**src/hw/rss_pkg.sv**
```systemverilog
// Constants and carrier types for the reset release and strap sampler.
// Assumes one 250 MHz reference clock that runs before reset release.
//
// What this block does
// - Reset rising edge starts self-configuration.
// - No output active while reset is low.
// - Test points tri-stated during reset.
// - Sample straps 1.5 us after release.
// - High strap selects test, low normal.
// - Test point 4 becomes output trigger one.
package rss_pkg;

   // ------------------------------------------------------------
   // Timing
   // ------------------------------------------------------------
   localparam int CLK_PERIOD_PS = 4000;
   localparam int STRAP_DELAY_NS = 1500;
   // Delay is approximate; round down, at least one cycle
   localparam int STRAP_DELAY_PS = STRAP_DELAY_NS * 1000;
   localparam int STRAP_DELAY_CYC_RAW = STRAP_DELAY_PS / CLK_PERIOD_PS;
   localparam int STRAP_DELAY_CYC =
      (STRAP_DELAY_CYC_RAW < 1) ? 1 : STRAP_DELAY_CYC_RAW;

   // ------------------------------------------------------------
   // Pins and reset values
   // ------------------------------------------------------------
   localparam int TEST_PINS = 8;
   localparam int TRIGGER_PIN = 4;
   localparam logic [7:0] STRAP_RESET = 8'h00;
   localparam logic [7:0] PIN_OE_N_RESET = 8'hff;

   typedef enum logic [1:0] {
      RSS_HOLD = 2'b00,
      RSS_WAIT = 2'b01,
      RSS_RUN = 2'b10
   } rss_state_e;

   typedef struct packed {
      logic [7:0] pinOut;
      logic [7:0] pinOutEn_n;
   } rss_pins_s;

endpackage

```
**src/hw/rss_delay_counter.sv**
```systemverilog
// Down counter that times the strap-sampling delay.
// Assumes start is a one-cycle pulse in the reference clock domain.
`timescale 1ns/1ps
module rss_delay_counter
   import rss_pkg::*;
#(
   parameter int COUNT = STRAP_DELAY_CYC
)
(
   input wire logic clk,
   input wire logic reset,
   input wire logic clkEn,
   input wire logic start,
   output logic done
);
   localparam int CW = $clog2(COUNT + 1);
   logic [CW-1:0] count_r;
   logic busy_r;

   if (COUNT < 1)
   begin : g_bad_count
      $error("rss_delay_counter: COUNT must be at least one");
   end

   always_ff @(posedge clk)
   begin
      if (reset)
      begin
         count_r <= '0;
         busy_r <= 1'b0;
         done <= 1'b0;
      end
      else if (clkEn)
      begin
         done <= 1'b0;
         if (start)
         begin
            count_r <= CW'(COUNT - 1);
            busy_r <= 1'b1;
         end
         else if (busy_r)
         begin
            if (count_r == '0)
            begin
               busy_r <= 1'b0;
               done <= 1'b1;
            end
            else
               count_r <= count_r - 1'b1;
         end
      end
   end
endmodule // rss_delay_counter

```
**src/hw/reset_strap_sampler.sv**
```systemverilog
// Reset release and test-point strap sampling of a display controller.
// Assumes power_on_reset_n is asynchronous to clk and clk runs stably.
`timescale 1ns/1ps
module reset_strap_sampler
   import rss_pkg::*;
#(
   parameter int DELAY_CYC = STRAP_DELAY_CYC
)
(
   input wire logic clk,
   input wire logic reset,
   input wire logic clkEn,
   input wire logic power_on_reset_n,
   input wire logic [TEST_PINS-1:0] testPointIn,
   input wire logic output_trigger_one,
   input wire logic [TEST_PINS-1:0] testOutData,
   input wire logic scan_port_reset_n,
   output rss_pins_s testPoints,
   output logic [TEST_PINS-1:0] strapMode,
   output logic testModeActive,
   output logic configStart,
   output logic running
);

   if (DELAY_CYC < 1)
   begin : g_bad_delay
      $error("reset_strap_sampler: DELAY_CYC must be positive");
   end

   // ------------------------------------------------------------
   // Reset release synchroniser
   // ------------------------------------------------------------
   // Pin is asynchronous; first stage feeds only the second
   // Flops reset to the pin's idle high level, so a block reset with the
   // pin already high gives no false rise; a sequence needs a real low
   logic porMeta_r;
   logic porSync_r;
   logic porPrev_r;
   always_ff @(posedge clk)
   begin
      if (reset)
      begin
         porMeta_r <= 1'b1;
         porSync_r <= 1'b1;
         porPrev_r <= 1'b1;
      end
      else if (clkEn)
      begin
         porMeta_r <= power_on_reset_n;
         porSync_r <= porMeta_r;
         porPrev_r <= porSync_r;
      end
   end

   logic porRise;
   assign porRise = porSync_r && !porPrev_r;

   // ------------------------------------------------------------
   // Sequencer
   // ------------------------------------------------------------
   rss_state_e state_r;
   logic delayDone;

   rss_delay_counter #(
      .COUNT(DELAY_CYC)
   ) u_delay (
      .clk(clk),
      .reset(reset),
      .clkEn(clkEn),
      .start(porRise),
      .done(delayDone)
   );

   always_ff @(posedge clk)
   begin
      if (reset)
         state_r <= RSS_HOLD;
      else if (clkEn)
      begin
         // Reset low at any time drops back to idle outputs
         if (!porSync_r)
            state_r <= RSS_HOLD;
         else
         begin
            unique case (state_r)
               RSS_HOLD:
                  if (porRise)
                     state_r <= RSS_WAIT;
               RSS_WAIT:
                  if (delayDone)
                     state_r <= RSS_RUN;
               RSS_RUN:
                  state_r <= RSS_RUN;
               default:
                  state_r <= RSS_HOLD;
            endcase
         end
      end
   end

   always_ff @(posedge clk)
   begin
      if (reset)
         configStart <= 1'b0;
      else if (clkEn)
         configStart <= porRise && state_r == RSS_HOLD;
   end

   // ------------------------------------------------------------
   // Strap capture
   // ------------------------------------------------------------
   // Pins are already held stable by straps; no extra synchroniser
   always_ff @(posedge clk)
   begin
      if (reset)
      begin
         strapMode <= STRAP_RESET;
         testModeActive <= 1'b0;
      end
      else if (clkEn)
      begin
         if (!porSync_r)
         begin
            strapMode <= STRAP_RESET;
            testModeActive <= 1'b0;
         end
         else if (state_r == RSS_WAIT && delayDone)
         begin
            strapMode <= testPointIn;
            testModeActive <= |testPointIn;
         end
      end
   end

   // ------------------------------------------------------------
   // Pin drive
   // ------------------------------------------------------------
   logic drive;
   assign drive = state_r == RSS_RUN && porSync_r;

   always_ff @(posedge clk)
   begin
      if (reset)
      begin
         testPoints.pinOut <= '0;
         testPoints.pinOutEn_n <= PIN_OE_N_RESET;
         running <= 1'b0;
      end
      else if (clkEn)
      begin
         running <= drive;
         if (!drive)
         begin
            // Floating: the board pull, high or low, sets the pad level
            testPoints.pinOut <= '0;
            testPoints.pinOutEn_n <= PIN_OE_N_RESET;
         end
         else
         begin
            testPoints.pinOutEn_n <= '0;
            for (int i = 0; i < TEST_PINS; i++)
               testPoints.pinOut[i] <= (i == TRIGGER_PIN) ?
                  output_trigger_one : testOutData[i];
         end
      end
   end

   // ------------------------------------------------------------
   // Wait length monitor
   // ------------------------------------------------------------
   // Counts enabled cycles spent waiting; read only by the check below
   localparam int WCW = $clog2(DELAY_CYC + 2);
   logic [WCW-1:0] waitCycles_r;
   always_ff @(posedge clk)
   begin
      if (reset)
         waitCycles_r <= '0;
      else if (clkEn)
      begin
         if (state_r == RSS_WAIT)
            waitCycles_r <= waitCycles_r + 1'b1;
         else
            waitCycles_r <= '0;
      end
   end

   // ------------------------------------------------------------
   // Assertions
   // ------------------------------------------------------------
   a_pins_tristate:
   assert property (@(posedge clk) disable iff (reset)
      clkEn && !porSync_r |=> testPoints.pinOutEn_n == PIN_OE_N_RESET)
   else $error("test points driven during reset");

   a_no_active_out:
   assert property (@(posedge clk) disable iff (reset)
      clkEn && !porSync_r |=> !running && !testModeActive)
   else $error("outputs active during reset");

   a_start_pulse:
   assert property (@(posedge clk) disable iff (reset)
      clkEn && porRise && state_r == RSS_HOLD |=> configStart)
   else $error("configuration start missing");

   a_strap_taken:
   assert property (@(posedge clk) disable iff (reset)
      clkEn && state_r == RSS_WAIT && delayDone && porSync_r
      |=> strapMode == $past(testPointIn))
   else $error("straps not captured");

   a_test_select:
   assert property (@(posedge clk) disable iff (reset)
      running |-> testModeActive == (strapMode != '0))
   else $error("test mode does not follow straps");

   a_trigger_drive:
   assert property (@(posedge clk) disable iff (reset)
      clkEn && drive |=> !testPoints.pinOutEn_n[TRIGGER_PIN]
      && testPoints.pinOut[TRIGGER_PIN] == $past(output_trigger_one))
   else $error("trigger pin not driven");

   a_sync_path:
   assert property (@(posedge clk) disable iff (reset)
      clkEn ##1 clkEn |-> porSync_r == $past(porMeta_r))
   else $error("reset synchroniser broken");

   a_wait_length:
   assert property (@(posedge clk) disable iff (reset)
      state_r == RSS_WAIT ##1 state_r == RSS_RUN
      |-> waitCycles_r == WCW'(DELAY_CYC + 1))
   else $error("strap sampling delay has wrong length");

endmodule // reset_strap_sampler

```
**config.mk**
```make
export PLATFORM = sky130hd
export DESIGN_NAME = reset_strap_sampler
export DESIGN_NICKNAME = d
export VERILOG_FILES = /design/src/hw/rss_pkg.sv /design/src/hw/rss_delay_counter.sv /design/src/hw/reset_strap_sampler.sv
export SDC_FILE = /design/constraint.sdc
export NUM_CORES = 1
export LEC_CHECK = 0
export BUFFER_PORTS_ARGS = -buffer_cell sky130_fd_sc_hd__buf_2
export CORE_AREA = 2 2 60 62
export CTS_CLUSTER_SIZE = 14
export DETAILED_ROUTE_END_ITERATION = 7
export DIE_AREA = 0 0 62 64
export PLACE_DENSITY = 0.75
export SLEW_MARGIN = 20
export SYNTH_ARGS = -nofsm -noshare
export SYNTH_HDL_FRONTEND = slang
export SYNTH_SLANG_ARGS = --single-unit
```
**constraint.sdc**
```tcl
create_clock -name clk -period 2.25 [get_ports clk]
set_clock_uncertainty 0.2 [all_clocks]
set_input_delay 0.1125 -clock clk [delete_from_list [all_inputs] [get_ports clk]]
set_output_delay 0.1125 -clock clk [all_outputs]
set_load 0.03 [all_outputs]
```
Word level (Yosys, flattened, before mapping)
Index checks and enable logic that the tools add are counted.
{ "word_totals": {"ff_bits": 43, "in_bits": 22, "out_inout_bits": 27, "wordCells": 50} }
{ "classes": {"addsub": 1, "n_eq_ne": 6, "muxes": 18, "n_reduce_logical": 12} }
{ "op_table": {"columns": ["cell", "count"], "rows": [
  ["$mux 9", 3],
  ["$mux 16", 1],
  ["$mux 8", 2],
  ["$logic_not 9->1", 1],
  ["$sub 9x1->9 const B", 1],
  ["$mux 1", 8],
  ["$reduce_or 8->1", 1],
  ["$mux 2", 3],
  ["$pmux 2 s3", 1],
  ["$reduce_and 3->1", 2],
  ["$logic_and 1x1->1", 4],
  ["$ne 3x2->1 const B", 1],
  ["$ne 3x3->1 const B", 1],
  ["$eq 2x1->1 const B", 1],
  ["$eq 2x2->1 const B", 1],
  ["$logic_not 2->1", 1],
  ["$ne 2x1->1 const B", 1],
  ["$ne 2x2->1 const B", 1],
  ["$reduce_and 2->1", 1],
  ["$reduce_bool 2->1", 1],
  ["$logic_not 1->1", 1]
]} }

Logic depth before layout (Yosys ltp)
{ "logic_depth": {"ltp_word": 5, "mapped_depth": 7, "depth_no_buf": 6} }

Hierarchy
Synthesis repeated with hierarchy kept, for this count alone.
{ "hier_totals": {"cells_unflattened": 173, "area_unflattened_um2": 1626.6} }
{ "modules_own_cells": {"columns": ["module", "n_inst", "cells_per_inst", "area_each_um2", "seq_area_each_um2"], "rows": [
  ["reset_strap_sampler", 1, 107, 1044.8, 500.5],
  ["rss_delay_counter", 1, 66, 581.8, 220.2]
]} }

Worst setup path after synthesis
Ideal clock, no wire load.
{ "synth_path": {"path_type": "flip-flop to flip-flop", "from": "register u_delay.count_r[0]", "to": "register u_delay.count_r[7]", "setup_ps": 74, "t_arrival_ps": 1488, "required_ps": 1976, "setup_slack_ps": 488, "path_stages_with_launch": 6, "n_path_buf": 0, "synth_period_minus_slack_ps": 1762, "cell_sequence": "dfxtp_1 > inv_1 > ha_1 > nor4b_2 > or4b_1 > a31oi_1"} }
{ "synth_via": {"elab_chain_cells": 4, "elab_cells_between_ends": 7, "cone_classes": "add/sub (1); eq/ne (1); mux (3); reduce/logical (2)"} }
{ "synth_rtl": {"columns": ["element", "line_no", "source"], "rows": [
  ["start: declaration", "rss_delay_counter.sv:17", "logic [CW-1:0] count_r;"],
  ["start signal: assignment", "rss_delay_counter.sv:38", "count_r <= CW'(COUNT - 1);"],
  ["start signal: assignment", "rss_delay_counter.sv:49", "count_r <= count_r - 1'b1;"],
  ["$sub 9x1->9", "rss_delay_counter.sv:49", null],
  ["$mux 9", "rss_delay_counter.sv:43", "if (count_r == '0)"],
  ["$mux 9", "rss_delay_counter.sv:41", "else if (busy_r)"],
  ["$mux 9", "rss_delay_counter.sv:36", "if (start)"]
]} }
Several ways; a longest one is shown, not always the timed one. The select of a mux whose other input is x is not followed.
A chain may end at the register's enable or synchronous reset.

Worst setup path after layout
{ "layout_path": {"from": "register u_delay.count_r[0]", "to": "register u_delay.count_r[1]"} }
The elaborated chain is that of the path after synthesis.

==> results.toml <==
[floorplan]
die_w_um = 62
io_pins = 49
placementRows = 21
coreArea_um2 = 3284
die_height_um = 64
start_util = 0.4796
die-area_um2 = 3968

[worst_setup_path]
path_delay_family = "compound AO/OA/AOI/OAI gates"
cp_max_fo = 5
crit_arrival_ns = 2.11
crit_chain = "inv_1 > ha_1 > nor4b_2 > a21oi_1 > nor2_1 > a221oi_1"
slowest_stage = "dfxtp_1"
ff2ff_setup_slack_ns = 0.19
crit_path_max_incr_delay_ns = 0.43
crit_type = "reg2reg"
start_kind = "register"
end_kind = "register"
crit_buf_inv = 1
required_ns = 2.30

[timing]
slew_viol_final = 0
setup_viol = 0
clock.fmax_mhz = 484.6
slew_headroom = 0.5733
max_slew.worst_pin.slew_ns = 0.6401
post-route-period-util = 0.9172
hold_viol_final = 0
rsz0062_at_grt = "no"
min_period_ns = 2.064
setup_tns_ns = 0
setup_slack_ns = 0.1862

[final_layout]
multiInputGateArea_um2 = 748.2
register_area_um2 = 720.7
diodes = 0
fin_cells = 281
final_cell_mix = "buf_2, dfxtp_1, nor2_1, dlygate4sd3_1, a22oi_1"
num-nets-final = 262
final_common_cell = "buf_2"
synthToLayoutAreaGrowth_pct = 30.10
layout-drive-gt1-share = 0.2468
fin_area_um2 = 2049
num-fill-cells = 306

[drt]
wirelength_mm = 3.690
dr.pass1.iters = 4
drc_errors = 0
drt_iter0_drc = 55
wl_per_cell_um = 13.13
vias = 1485
via_per_inst = 5.285
ant_nets = 0

[logic_synthesis]
yosysUniqueCellTypes = 36
synth_nets = 203
synth-edff-count = 0
yosysWarningCount = 0
synth.ff_latch_count = 36
synthTopCellsByArea = "dfxtp_1, a22oi_1, nor2_1, ha_1, a21oi_1"
synthArstFlopShare = 0
synth_area_um2 = 1575
yosys.area.top_type_share = 0.4575
ys_seq_area_frac = 0.4575
synth.avg_cell_area_um2 = 8.950
yosysTopAreaCell = "dfxtp_1"
synth_flop_cell = "dfxtp_1"
syn_inst = 176

[placed_design]
port_buffers = 46
place_inst = 255
postPlaceCellArea_um2 = 1794
hpwl_mm = 2.398
gp_congestion = 0.8396
preCtsSetupSlack_ns = 0.2110

[power]
total_power_mw = 1.216
power.density_nw_per_um2 = 593.3
vdd_drop_max_uv = 380.4
leakage_nw = 0.8595

[grt]
grt.overflow.total = 0
grt_max_degree = 38
grt_usage = 0.2072
grt_pass1_vias = 1371
grt_pass1_wl_mm = 6.203
grt_antenna_before_repair = 0

[clock_tree]
clock_latency_ns = 0.34
cts_buffer_depth = 2
cts-root-buf = "clkbuf_4"
cts_buffers = 5
cts_resized = 0
clkTransAtPathRegs_ns = 0.10
ctsHoldBuffers = 19
cts_tree = "built"
cts.sinks = 36
cts_htree_levels = 2
post-cts-setup-buffers = 0

[flow_run]
cap_violations = 0

[run_status]
status = "complete, no violations"

[min_path]
hp-class = "in2reg"
flip-flops by register name, summed over array words and instances (netlist names), 2 cells and up:
| name | flops |
|---|---|
| testPoints | 9 |
| u_delay.count_r | 9 |
| strapMode | 8 |
| state_r | 2 |
worst register-to-register path: stages (launching register included):
cell and delay (ns):
dfxtp_1 0.43, inv_1 0.09, ha_1 0.24, nor4b_2 0.19, a21oi_1 0.41, nor2_1 0.15
a221oi_1 0.26
through the flow:
| step | hold WS, ns | utilization |
|---|---|---|
| floorplan | 0.03492 | - |
| global placement | 0.1288 | 0.5463 |
| detailed placement | 0.1318 | 0.5463 |
| CTS | 0.06727 | 0.6240 |
| global route | 0.09059 | 0.6240 |
| finish | 0.07231 | 0.6240 |
synthesized netlist by cell type, drive strengths merged (2+ instances only):
library cell   n
a22oi         18
nand2b         2
a21oi         11
nand4          2
buf            9
nand2         10
inv            6
a311oi         4
a21o           3
nor2b          4
nand3b         2
nor3           3
dfxtp         36
nor4           4
and3           2
nand3          3
clkbuf         6
ha             5
a211oi         3
nor2          28
a211o          2
o21ai          3
layer usage:
| metal | part of all wire | global-route usage |
|---|---|---|
| met1 | 0.44 | 0.2494 |
| met5 | 0 | 0 |
| met3 | 0.044 | 0.06478 |
| met2 | 0.49 | 0.3346 |
| met4 | 0.026 | 0.07979 |
final cells by class:
| class | instances | share of cell area |
|---|---|---|
| repair buffers | 67 | 0.2125 |
| well taps | 46 | 0.02808 |
| clock buffers | 7 | 0.03175 |
| inverters | 6 | 0.01099 |
| flip-flops and latches | 36 | 0.3516 |
| multi-input cells | 119 | 0.3651 |
report_power, final:
part / internal (mW) / total (mW) / switching, mW
Clock: 0.177 / 0.381 / 0.204
Sequential: 0.652 / 0.670 / 0.0178
Combinational: 0.0799 / 0.165 / 0.0852
kinds of logic (layout without fill, tap and decap cells):
logic type      Yosys count  count (layout)  share of synthesized area
simple gates             65              65                     0.2184
fa+ha+maj                 5               5                    0.03971
flops                    36              36                     0.4575
buf+inv                  21              80                    0.06751
compound gates           49              49                     0.2168
final timing paths:
kind | start | endpoint | cells after the start
hold / removal | reset | strapMode[4] | 2
hold reg to reg | porMeta_r | porSync_r | 1
setup reg to reg | u_delay.count_r[0] | u_delay.count_r[1] | 6
setup / recovery | u_delay.count_r[0] | u_delay.count_r[1] | 6
Power figures use the tool's default switching activity.
